===== config.mk =====
export PLATFORM = sky130hd
export DESIGN_NAME = scpist_top
export DESIGN_NICKNAME = d
export VERILOG_FILES = /design/src/design/scpist_pkg.sv /design/src/design/scpist_grp_if.sv /design/src/design/scpist_group.sv /design/src/design/scpist_top.sv
export VERILOG_INCLUDE_DIRS = /design/src /design/src/design
export SDC_FILE = /design/constraint.sdc
export NUM_CORES = 1
export LEC_CHECK = 0
export BUFFER_PORTS_ARGS = -buffer_cell sky130_fd_sc_hd__buf_2
export CAP_MARGIN = 15
export CORE_MARGIN = 2
export CORE_UTILIZATION = 40
export CTS_CLUSTER_SIZE = 8
export DETAILED_ROUTE_END_ITERATION = 7
export PLACE_DENSITY_LB_ADDON = 0.15
export SKIP_LAST_GASP = 1
export SLEW_MARGIN = 20
export SYNTH_ARGS = -nofsm -noshare
export SYNTH_HDL_FRONTEND = slang
export SYNTH_SLANG_ARGS = --single-unit

===== constraint.sdc =====
create_clock -name clk -period 3.98 [get_ports clk]
set_input_delay 0.398 -clock clk [delete_from_list [all_inputs] [get_ports clk]]
set_output_delay 0.398 -clock clk [all_outputs]
set_load 0.005 [all_outputs]

===== src/design/scpist_regs.svh =====
/*
 * constants of the status register groups: register selects, bit positions,
 * reset values and widths.
 * assumes it is included by its bare name before the package and the modules.
 */
`ifndef SCPIST_REGS_SVH
`define SCPIST_REGS_SVH

// register selects carried by a status command
`define SCPIST_SEL_COND    3'h0
`define SCPIST_SEL_PTR     3'h1
`define SCPIST_SEL_NTR     3'h2
`define SCPIST_SEL_EVT     3'h3
`define SCPIST_SEL_ENA     3'h4

// group selects
`define SCPIST_GRP_QUES    1'h0
`define SCPIST_GRP_CALL    1'h1

// register width and bit positions
`define SCPIST_WIDTH       16
`define SCPIST_BIT_ZERO    15
`define SCPIST_QUES_CAL    8
`define SCPIST_CALL_CONN   5
`define SCPIST_CALL_ACC    4
`define SCPIST_CALL_PAGE   3
`define SCPIST_CALL_REG    1
`define SCPIST_CALL_ACT    0

// condition bits that can ever be one
`define SCPIST_QUES_MASK   16'h0100
`define SCPIST_CALL_MASK   16'h003b

// reset values
`define SCPIST_PTR_RST     16'hffff
`define SCPIST_NTR_RST     16'h0000
`define SCPIST_EVT_RST     16'h0000
`define SCPIST_ENA_RST     16'h0000

`endif


===== src/design/scpist_pkg.sv =====
/*
 * types shared by the status register groups.
 * assumes scpist_regs.svh is compiled first.
 */
`include "scpist_regs.svh"

package scpist_pkg;

  typedef logic [`SCPIST_WIDTH-1:0] scpist_word_t;

  typedef enum logic [2:0] {
    SCPIST_COND = `SCPIST_SEL_COND,
    SCPIST_PTR  = `SCPIST_SEL_PTR,
    SCPIST_NTR  = `SCPIST_SEL_NTR,
    SCPIST_EVT  = `SCPIST_SEL_EVT,
    SCPIST_ENA  = `SCPIST_SEL_ENA
  } scpist_sel_t;

  typedef struct packed {
    scpist_word_t prev;
    scpist_word_t ptr;
    scpist_word_t ntr;
    scpist_word_t evt;
    scpist_word_t ena;
  } scpist_grp_state_t;

  typedef struct packed {
    logic         resp_valid;
    scpist_word_t resp_data;
    logic         ques_summ;
    logic         call_summ;
  } scpist_top_state_t;

endpackage


===== src/design/scpist_grp_if.sv =====
/*
 * link between the command decoder and one status register group.
 * assumes one clock domain; strobes are one-cycle pulses.
 */
`timescale 1ns/100ps
`default_nettype none

interface scpist_grp_if;
  scpist_pkg::scpist_word_t cond;
  logic                     wr;
  scpist_pkg::scpist_sel_t  sel;
  scpist_pkg::scpist_word_t wdata;
  logic                     rd_evt;
  logic                     cls;
  scpist_pkg::scpist_word_t ptr;
  scpist_pkg::scpist_word_t ntr;
  scpist_pkg::scpist_word_t evt;
  scpist_pkg::scpist_word_t ena;
  logic                     summ;

  modport ctl (output cond, wr, sel, wdata, rd_evt, cls,
               input  ptr, ntr, evt, ena, summ);
  modport grp (input  cond, wr, sel, wdata, rd_evt, cls,
               output ptr, ntr, evt, ena, summ);
endinterface

`default_nettype wire


===== src/design/scpist_group.sv =====
/*
 * one status register group: transition filters, latched event register,
 * enable register and summary.
 * assumes the condition word arrives on the same clock with unused bits zero.
 */
`timescale 1ns/100ps
`default_nettype none
`include "scpist_regs.svh"

module scpist_group (
  // clock and reset
  input  wire logic    clk,
  input  wire logic    srst,
  // decoder side
  scpist_grp_if.grp    bus
);

  scpist_pkg::scpist_grp_state_t st_r;
  scpist_pkg::scpist_grp_state_t st_nxt;
  scpist_pkg::scpist_word_t      hit;

  ////////////////////////////////////////////////////////////////////////////

  always_comb begin
    st_nxt      = st_r;
    st_nxt.prev = bus.cond;
    hit = (bus.cond & ~st_r.prev & st_r.ptr) | (~bus.cond & st_r.prev & st_r.ntr);
    // a new event in the clearing cycle survives the clear
    if (bus.rd_evt || bus.cls) begin
      st_nxt.evt = hit;
    end else begin
      st_nxt.evt = st_r.evt | hit;
    end
    if (bus.wr) begin
      unique case (bus.sel)
        scpist_pkg::SCPIST_PTR: st_nxt.ptr = bus.wdata;
        scpist_pkg::SCPIST_NTR: st_nxt.ntr = bus.wdata;
        scpist_pkg::SCPIST_ENA: st_nxt.ena = bus.wdata;
        default: ;
      endcase
    end
  end

  always_ff @(posedge clk) begin
    if (srst) begin
      st_r.prev <= 16'h0000;
      st_r.ptr  <= `SCPIST_PTR_RST;
      st_r.ntr  <= `SCPIST_NTR_RST;
      st_r.evt  <= `SCPIST_EVT_RST;
      st_r.ena  <= `SCPIST_ENA_RST;
    end else begin
      st_r <= st_nxt;
    end
  end

  assign bus.ptr  = st_r.ptr;
  assign bus.ntr  = st_r.ntr;
  assign bus.evt  = st_r.evt;
  assign bus.ena  = st_r.ena;
  assign bus.summ = |(st_r.evt & st_r.ena);

  ////////////////////////////////////////////////////////////////////////////

  property p_rise_latch;
    @(posedge clk) disable iff (srst)
      (bus.cond[0] && !st_r.prev[0] && st_r.ptr[0]) |=> bus.evt[0];
  endproperty
  a_rise_latch: assert property (p_rise_latch) else $error("rise not latched");

  property p_fall_latch;
    @(posedge clk) disable iff (srst)
      (!bus.cond[0] && st_r.prev[0] && st_r.ntr[0]) |=> bus.evt[0];
  endproperty
  a_fall_latch: assert property (p_fall_latch) else $error("fall not latched");

  property p_clear;
    @(posedge clk) disable iff (srst)
      ((bus.rd_evt || bus.cls) && hit == 16'h0000) |=> bus.evt == 16'h0000;
  endproperty
  a_clear: assert property (p_clear) else $error("event not cleared");

  property p_hold;
    @(posedge clk) disable iff (srst)
      !(bus.rd_evt || bus.cls) |=> ((bus.evt & $past(bus.evt)) == $past(bus.evt));
  endproperty
  a_hold: assert property (p_hold) else $error("event bit lost");

  // a fresh enabled edge must show in the summary even if a clear lands with it
  property p_summ;
    @(posedge clk) disable iff (srst)
      ((|(hit & st_r.ena)) && !(bus.wr && bus.sel == scpist_pkg::SCPIST_ENA)) |=> bus.summ;
  endproperty
  a_summ: assert property (p_summ) else $error("summary wrong");

  property p_ena_wr;
    @(posedge clk) disable iff (srst)
      (bus.wr && bus.sel == scpist_pkg::SCPIST_ENA) |=> bus.ena == $past(bus.wdata);
  endproperty
  a_ena_wr: assert property (p_ena_wr) else $error("enable not stored");

  property p_ptr_wr;
    @(posedge clk) disable iff (srst)
      (bus.wr && bus.sel == scpist_pkg::SCPIST_PTR) |=> bus.ptr == $past(bus.wdata);
  endproperty
  a_ptr_wr: assert property (p_ptr_wr) else $error("filter not stored");

  c_latch: cover property (@(posedge clk) disable iff (srst) bus.summ ##1 bus.rd_evt);
  c_cls: cover property (@(posedge clk) disable iff (srst) bus.cls && bus.evt != 16'h0000);

endmodule

`default_nettype wire


===== src/design/scpist_top.sv =====
/*
 * questionable data/signal and call processing status register groups with
 * their status command port.
 * assumes commands and status inputs come from logic on the same clock.
 */
// How it works
// - questionable group: sixteen-bit condition, filters, event, enable
// - questionable condition reports output data quality
// - call processing group has same register set
// - condition bit fifteen always reads zero
// - questionable bit eight is calibration summary
// - summary follows enabled latched event one cycle late
// - event cleared by query or clear-status
// - condition query returns current condition
// - both transition filters readable separately
// - filter write command stores the pattern
// - enable write stores, enable query returns it
// - call bits: connect5 access4 page3 reg1 act0
// - call bit follows its front-panel indicator
`timescale 1ns/100ps
`default_nettype none
`include "scpist_regs.svh"

module scpist_top (
  // clock and reset
  input  wire logic                     clk,
  input  wire logic                     srst,
  // status command port
  input  wire logic                     cmd_valid,
  input  wire logic                     cmd_group,
  input  wire scpist_pkg::scpist_sel_t  cmd_sel,
  input  wire logic                     cmd_write,
  input  wire scpist_pkg::scpist_word_t cmd_data,
  input  wire logic                     cls,
  output logic                          resp_valid,
  output scpist_pkg::scpist_word_t      resp_data,
  // status sources
  input  wire logic                     cal_summary,
  input  wire logic                     led_connect,
  input  wire logic                     led_access,
  input  wire logic                     led_page,
  input  wire logic                     led_register,
  input  wire logic                     led_active,
  // group summaries
  output logic                          ques_summary,
  output logic                          call_summary
);

  scpist_grp_if ques_if ();
  scpist_grp_if call_if ();

  scpist_pkg::scpist_top_state_t st_r;
  scpist_pkg::scpist_top_state_t st_nxt;
  scpist_pkg::scpist_word_t      questionable_condition;
  scpist_pkg::scpist_word_t      call_cond;
  logic                          sel_ques;
  logic                          sel_call;
  logic                          is_read;

  ////////////////////////////////////////////////////////////////////////////
  // condition words

  always_comb begin
    questionable_condition = 16'h0000;
    questionable_condition[`SCPIST_QUES_CAL] = cal_summary;
    questionable_condition = questionable_condition & `SCPIST_QUES_MASK;
    call_cond = 16'h0000;
    call_cond[`SCPIST_CALL_CONN] = led_connect;
    call_cond[`SCPIST_CALL_ACC]  = led_access;
    call_cond[`SCPIST_CALL_PAGE] = led_page;
    call_cond[`SCPIST_CALL_REG]  = led_register;
    call_cond[`SCPIST_CALL_ACT]  = led_active;
    call_cond = call_cond & `SCPIST_CALL_MASK;
  end

  ////////////////////////////////////////////////////////////////////////////
  // command decode

  assign sel_ques = cmd_valid && (cmd_group == `SCPIST_GRP_QUES);
  assign sel_call = cmd_valid && (cmd_group == `SCPIST_GRP_CALL);
  assign is_read  = cmd_valid && !cmd_write;

  assign ques_if.cond   = questionable_condition;
  assign ques_if.wr     = sel_ques && cmd_write;
  assign ques_if.sel    = cmd_sel;
  assign ques_if.wdata  = cmd_data;
  assign ques_if.rd_evt = sel_ques && !cmd_write && cmd_sel == scpist_pkg::SCPIST_EVT;
  assign ques_if.cls    = cls;

  assign call_if.cond   = call_cond;
  assign call_if.wr     = sel_call && cmd_write;
  assign call_if.sel    = cmd_sel;
  assign call_if.wdata  = cmd_data;
  assign call_if.rd_evt = sel_call && !cmd_write && cmd_sel == scpist_pkg::SCPIST_EVT;
  assign call_if.cls    = cls;

  scpist_group u_ques (
    .clk  (clk),
    .srst (srst),
    .bus  (ques_if.grp)
  );

  scpist_group u_call (
    .clk  (clk),
    .srst (srst),
    .bus  (call_if.grp)
  );

  ////////////////////////////////////////////////////////////////////////////
  // answers and registered outputs

  always_comb begin
    st_nxt            = st_r;
    st_nxt.resp_valid = is_read;
    st_nxt.ques_summ  = ques_if.summ;
    st_nxt.call_summ  = call_if.summ;
    if (is_read) begin
      // the event word is answered as it stood before the clear
      unique case (cmd_sel)
        scpist_pkg::SCPIST_COND:
          st_nxt.resp_data = cmd_group ? call_cond : questionable_condition;
        scpist_pkg::SCPIST_PTR:
          st_nxt.resp_data = cmd_group ? call_if.ptr : ques_if.ptr;
        scpist_pkg::SCPIST_NTR:
          st_nxt.resp_data = cmd_group ? call_if.ntr : ques_if.ntr;
        scpist_pkg::SCPIST_EVT:
          st_nxt.resp_data = cmd_group ? call_if.evt : ques_if.evt;
        scpist_pkg::SCPIST_ENA:
          st_nxt.resp_data = cmd_group ? call_if.ena : ques_if.ena;
        default:
          st_nxt.resp_data = 16'h0000;
      endcase
    end
  end

  always_ff @(posedge clk) begin
    if (srst) begin
      st_r <= '0;
    end else begin
      st_r <= st_nxt;
    end
  end

  assign resp_valid   = st_r.resp_valid;
  assign resp_data    = st_r.resp_data;
  assign ques_summary = st_r.ques_summ;
  assign call_summary = st_r.call_summ;

  ////////////////////////////////////////////////////////////////////////////

  property p_resp_timing;
    @(posedge clk) disable iff (srst) is_read |=> resp_valid;
  endproperty
  a_resp_timing: assert property (p_resp_timing) else $error("no answer");

  property p_cond_ques;
    @(posedge clk) disable iff (srst)
      (is_read && cmd_sel == scpist_pkg::SCPIST_COND && !cmd_group)
        |=> resp_data == {7'h00, $past(cal_summary), 8'h00};
  endproperty
  a_cond_ques: assert property (p_cond_ques) else $error("bad questionable_condition");

  property p_cond_call;
    @(posedge clk) disable iff (srst)
      (is_read && cmd_sel == scpist_pkg::SCPIST_COND && cmd_group)
        |=> resp_data == {10'h000, $past(led_connect), $past(led_access),
                          $past(led_page), 1'h0, $past(led_register), $past(led_active)};
  endproperty
  a_cond_call: assert property (p_cond_call) else $error("bad call cond");

  property p_bit15;
    @(posedge clk) disable iff (srst)
      (is_read && cmd_sel == scpist_pkg::SCPIST_COND) |=> !resp_data[`SCPIST_BIT_ZERO];
  endproperty
  a_bit15: assert property (p_bit15) else $error("bit 15 set");

  property p_summ_out;
    @(posedge clk) disable iff (srst) ##1 call_summary == $past(call_if.summ);
  endproperty
  a_summ_out: assert property (p_summ_out) else $error("summary late");

  property p_summ_ques;
    @(posedge clk) disable iff (srst)
      ##1 ques_summary == $past(ques_if.summ);
  endproperty
  a_summ_ques: assert property (p_summ_ques) else $error("ques summary late");

  // a write or an idle cycle must not raise a stale answer
  property p_no_resp;
    @(posedge clk) disable iff (srst)
      !is_read |=> !resp_valid;
  endproperty
  a_no_resp: assert property (p_no_resp) else $error("answer without query");

  property p_hold_data;
    @(posedge clk) disable iff (srst)
      !is_read |=> $stable(resp_data);
  endproperty
  a_hold_data: assert property (p_hold_data) else $error("answer word changed");

  // the event answer is the word before the clear, not after it
  property p_evt_ques;
    @(posedge clk) disable iff (srst)
      (is_read && cmd_sel == scpist_pkg::SCPIST_EVT && !cmd_group)
        |=> resp_data == $past(ques_if.evt);
  endproperty
  a_evt_ques: assert property (p_evt_ques) else $error("bad ques event answer");

  property p_evt_call;
    @(posedge clk) disable iff (srst)
      (is_read && cmd_sel == scpist_pkg::SCPIST_EVT && cmd_group)
        |=> resp_data == $past(call_if.evt);
  endproperty
  a_evt_call: assert property (p_evt_call) else $error("bad call event answer");

  property p_ptr_call;
    @(posedge clk) disable iff (srst)
      (is_read && cmd_sel == scpist_pkg::SCPIST_PTR && cmd_group)
        |=> resp_data == $past(call_if.ptr);
  endproperty
  a_ptr_call: assert property (p_ptr_call) else $error("bad filter answer");

  c_ques_rd: cover property (@(posedge clk) disable iff (srst) ques_summary ##1 resp_valid);
  c_call_up: cover property (@(posedge clk) disable iff (srst) $rose(call_summary));

endmodule

`default_nettype wire


==> impl_results.md <==
* Flop2flop setup slack at around 2.8 ns
* Worst setup SP type: primary input
* FP Rows at 42
* Initial antenna violation count at 0
* Most Crowded Layer GR: met2
* DRT Pass-1 Iters at 6
* Fin crit share at 0.561
* Post-DRT Antenna Nets at 0
* RSZ-0062 raised after global routing: no
* Flop pwr share at 0.438
* Hold buffers post-CTS at 0
* R2R cell count at 4
* Leading cell type in the layout, fill and taps excluded: nand2_1
* GR Util met2 at 0.325
* Htree depth at 4
* Overall power at 2990 uW
* Share of cells above drive strength 1 at 0.130
* Placer congestion estimate at between 0.8 and 0.9
* Die area at between 10000 and 15000 um2
* Design area at 6290 um2
* Final hold vios at 0
* Max Cap Viol at 0
* Top FF cell, synth: dfxtp_1
* Hold Path Depth at 2
* Power per cell area at 474 nW/um2
* N_diodes at 0
* Clk network pwr share at 0.502
* First-pass GRT wire length at approximately 24000 um
* Final Skew at 0.00537 ns
* CP Capture Type: flop
* Worst-path clk slew at 0.05 ns
* Vias/cell at 5.32
* Top cell type's share of synthesized area at 0.460
* Post-synth EDFFs at 0
* Part of the power in combinational logic at 0.060
* Slew headroom at 0.348
* Post-DP HPWL at about 9300 um
* Fraction of registers with async set/reset at 0
* DP Area at approximately 5700 um2
* Critical path class: in2reg
* CP Data Arrival Time at 2.57 ns
* Int Power at 2330 uW
* Max frequency at 0.448 GHz
* GRT Overall Usage at 0.212
* Status: complete, no violations
* Switching part of the total at 0.219
* CP max FO at 20
* Synth unique cells at 36
* Via count at 4735
* Post-route DRC at 0
* Syn nets at 712
* Sw power at 653 uW
* Setup TNS at 0 ns
* Gr ovfl total at 0
* HP Start: led_access
* Grt met3 use at 0.0409
* Vias in the first global route at 4382
* Initial core utilization at 0.414
* R2r startpoint: u_call.bus.ntr[1]$_SDFFE_PP0P_
* P_leak at about 0.0024 uW
* Core area at 13300 um2
* Clk sinks at 127
* CP Data Required Time at 4.31 ns
* Post-Place Worst Slack at 1.37 ns
* Commonest cells after routing, fill and taps aside: 210 x nand2_1, 127 x dfxtp_1, 76 x a21oi_1
* Hold EP: u_call.st_r[68]$_SDFF_PP0_
* Iter 0 DRT Violations at 506
* Setup-failing EPs final at 0
* Worst-skew pair later-pin latency at 0.41 ns
* Area contributors post-synth: dfxtp_1 46%, nand2_1 14%, mux2i_1 8.3%
* RR Endpoint: resp_data[1]$_SDFFE_PP0P_
* Layout area overhead at 13.9%
* Slew @ Worst Pin at a little under 1 ns
* Post-Syn Area at 5520 um2
* CTS tree: yes
* Post-CTS resize count at 0
* Maximum number of pins on one net before global-route repair at 81
* Root buffer cell: clkbuf_16
* Drt total wl at 15300 um
* Die H at 122 um
* Setup Buffers After CTS at 0
* Global Route met1 Usage at 0.301
* Post-synthesis sequential area ratio at 0.460
* Leading area contributor after synthesis: dfxtp_1
* TritonCTS buffer count at 17
* HP Class: in2reg
* Yosys Warn Count at 0
* CTS max path bufs at 2
* Worst vdd rail ir drop at between 0.0002 and 0.0003 V
* IO Count at 50
* Drt wl/cell at 17.1 um
* Worst Slack Setup Final at 1.75 ns
* Mean post-synth cell area at 8.11 um2
* Slew Limit Fails at 0
* IO Port Bufs at slightly below 50
* Yosys reg bits at between 100 and 150
* Net total in the final layout at roughly 730
* Syn Inst Count at 681
* Die X at 122 um
* Final worst path period need at ~2.2 ns
## routing by layer
metal | vias to the layer above | wire, um
met5 | - | 0
met4 | 0 | 252
met3 | 22 | 802
met2 | 161 | 6890
met1 | 2220 | 7300
li1 | 2332 | -
## power by group through the flow
stage                     Combinational [uW]  Clock [uW]  Sequential, uW
final                                    178        1500            1310
after global placement                   174           0            1330
after global routing                     194        1590            1310
after detailed placement                 176           0            1330
after floorplan                          114           0            1330
after CTS                                177        1520            1310
## worst max-delay path, stage by stage
cell and delay (ns):
buf_2 0.28, or3b_1 0.81, or2_1 0.75, nand2_1 0.14
a21oi_1 0.17
## worst max-delay path by stage
stage               start                         endpoint  slack [ns]  cells past startpoint
6_report       cmd_sel[0]   u_call.bus.ntr[4]$_SDFFE_PP0P_        1.75                      5
5_1_grt        cmd_sel[0]   u_call.bus.ptr[5]$_SDFFE_PP1P_        1.62                      5
4_1_cts        cmd_sel[0]   u_call.bus.ptr[5]$_SDFFE_PP1P_        1.78                      5
3_5_place_dp   cmd_sel[0]  u_ques.bus.ptr[13]$_SDFFE_PP1P_        1.37                      5
3_3_place_gp   cmd_sel[0]   u_call.bus.ptr[4]$_SDFFE_PP1P_        1.41                      5
2_1_floorplan  cmd_sel[0]  u_call.bus.ena[10]$_SDFFE_PP0P_        2.20                      8
## cells in the mapped netlist (all sizes together), types with 3 or more instances
cell / n
a21oi: 76
buf: 32
clkbuf: 16
dfxtp: 127
mux2i: 46
nand2: 210
nand2b: 3
nand3: 6
nand3b: 43
nor2: 42
nor2b: 8
nor3: 10
o21ai: 21
o22ai: 15
or2: 6
or3b: 8
## per-stage QoR
stage          hold WS [ns]  std cells  utilization
6_report              0.247        890        0.471
2_1_floorplan         0.423        681            -
5_1_grt               0.274        890        0.471
3_3_place_gp          0.430        860        0.428
3_5_place_dp          0.442        860        0.428
4_1_cts               0.238        890        0.471
## layout make-up
| class | instances | area (um2) |
|---|---|---|
| Sequential cell | 127 | 2540 |
| Inverter | 1 | 3.75 |
| Timing Repair Buffer | 51 | 260 |
| Multi-Input combinational cell | 505 | 2690 |
| Clock buffer | 23 | 488 |
| Clock inverter | 7 | 85.1 |
| Tap cell | 176 | 220 |
| Fill cell | 1325 | 7060 |
## state kept, by name, summed over array words and instances, names as in the netlist
signal / flops
u_ques.bus.ena: 16
resp_data: 16
u_call.st_r: 5
ques_summary: 1
u_call.bus.evt: 5
u_ques.bus.ntr: 16
resp_valid: 1
u_call.bus.ntr: 16
u_call.bus.ptr: 16
u_ques.st_r: 1
u_ques.bus.evt: 1
u_call.bus.ena: 16
call_summary: 1
u_ques.bus.ptr: 16
## cells by family after synthesis
| logic type | Yosys count | synth area share |
|---|---|---|
| multiplexers | 47 | 0.0854 |
| AND/OR/NAND/NOR | 338 | 0.285 |
| flip-flops | 127 | 0.460 |
| buffers and inverters | 49 | 0.0523 |
| AO/OA/AOI/OAI | 120 | 0.117 |
Power figures use the tool's default switching activity.
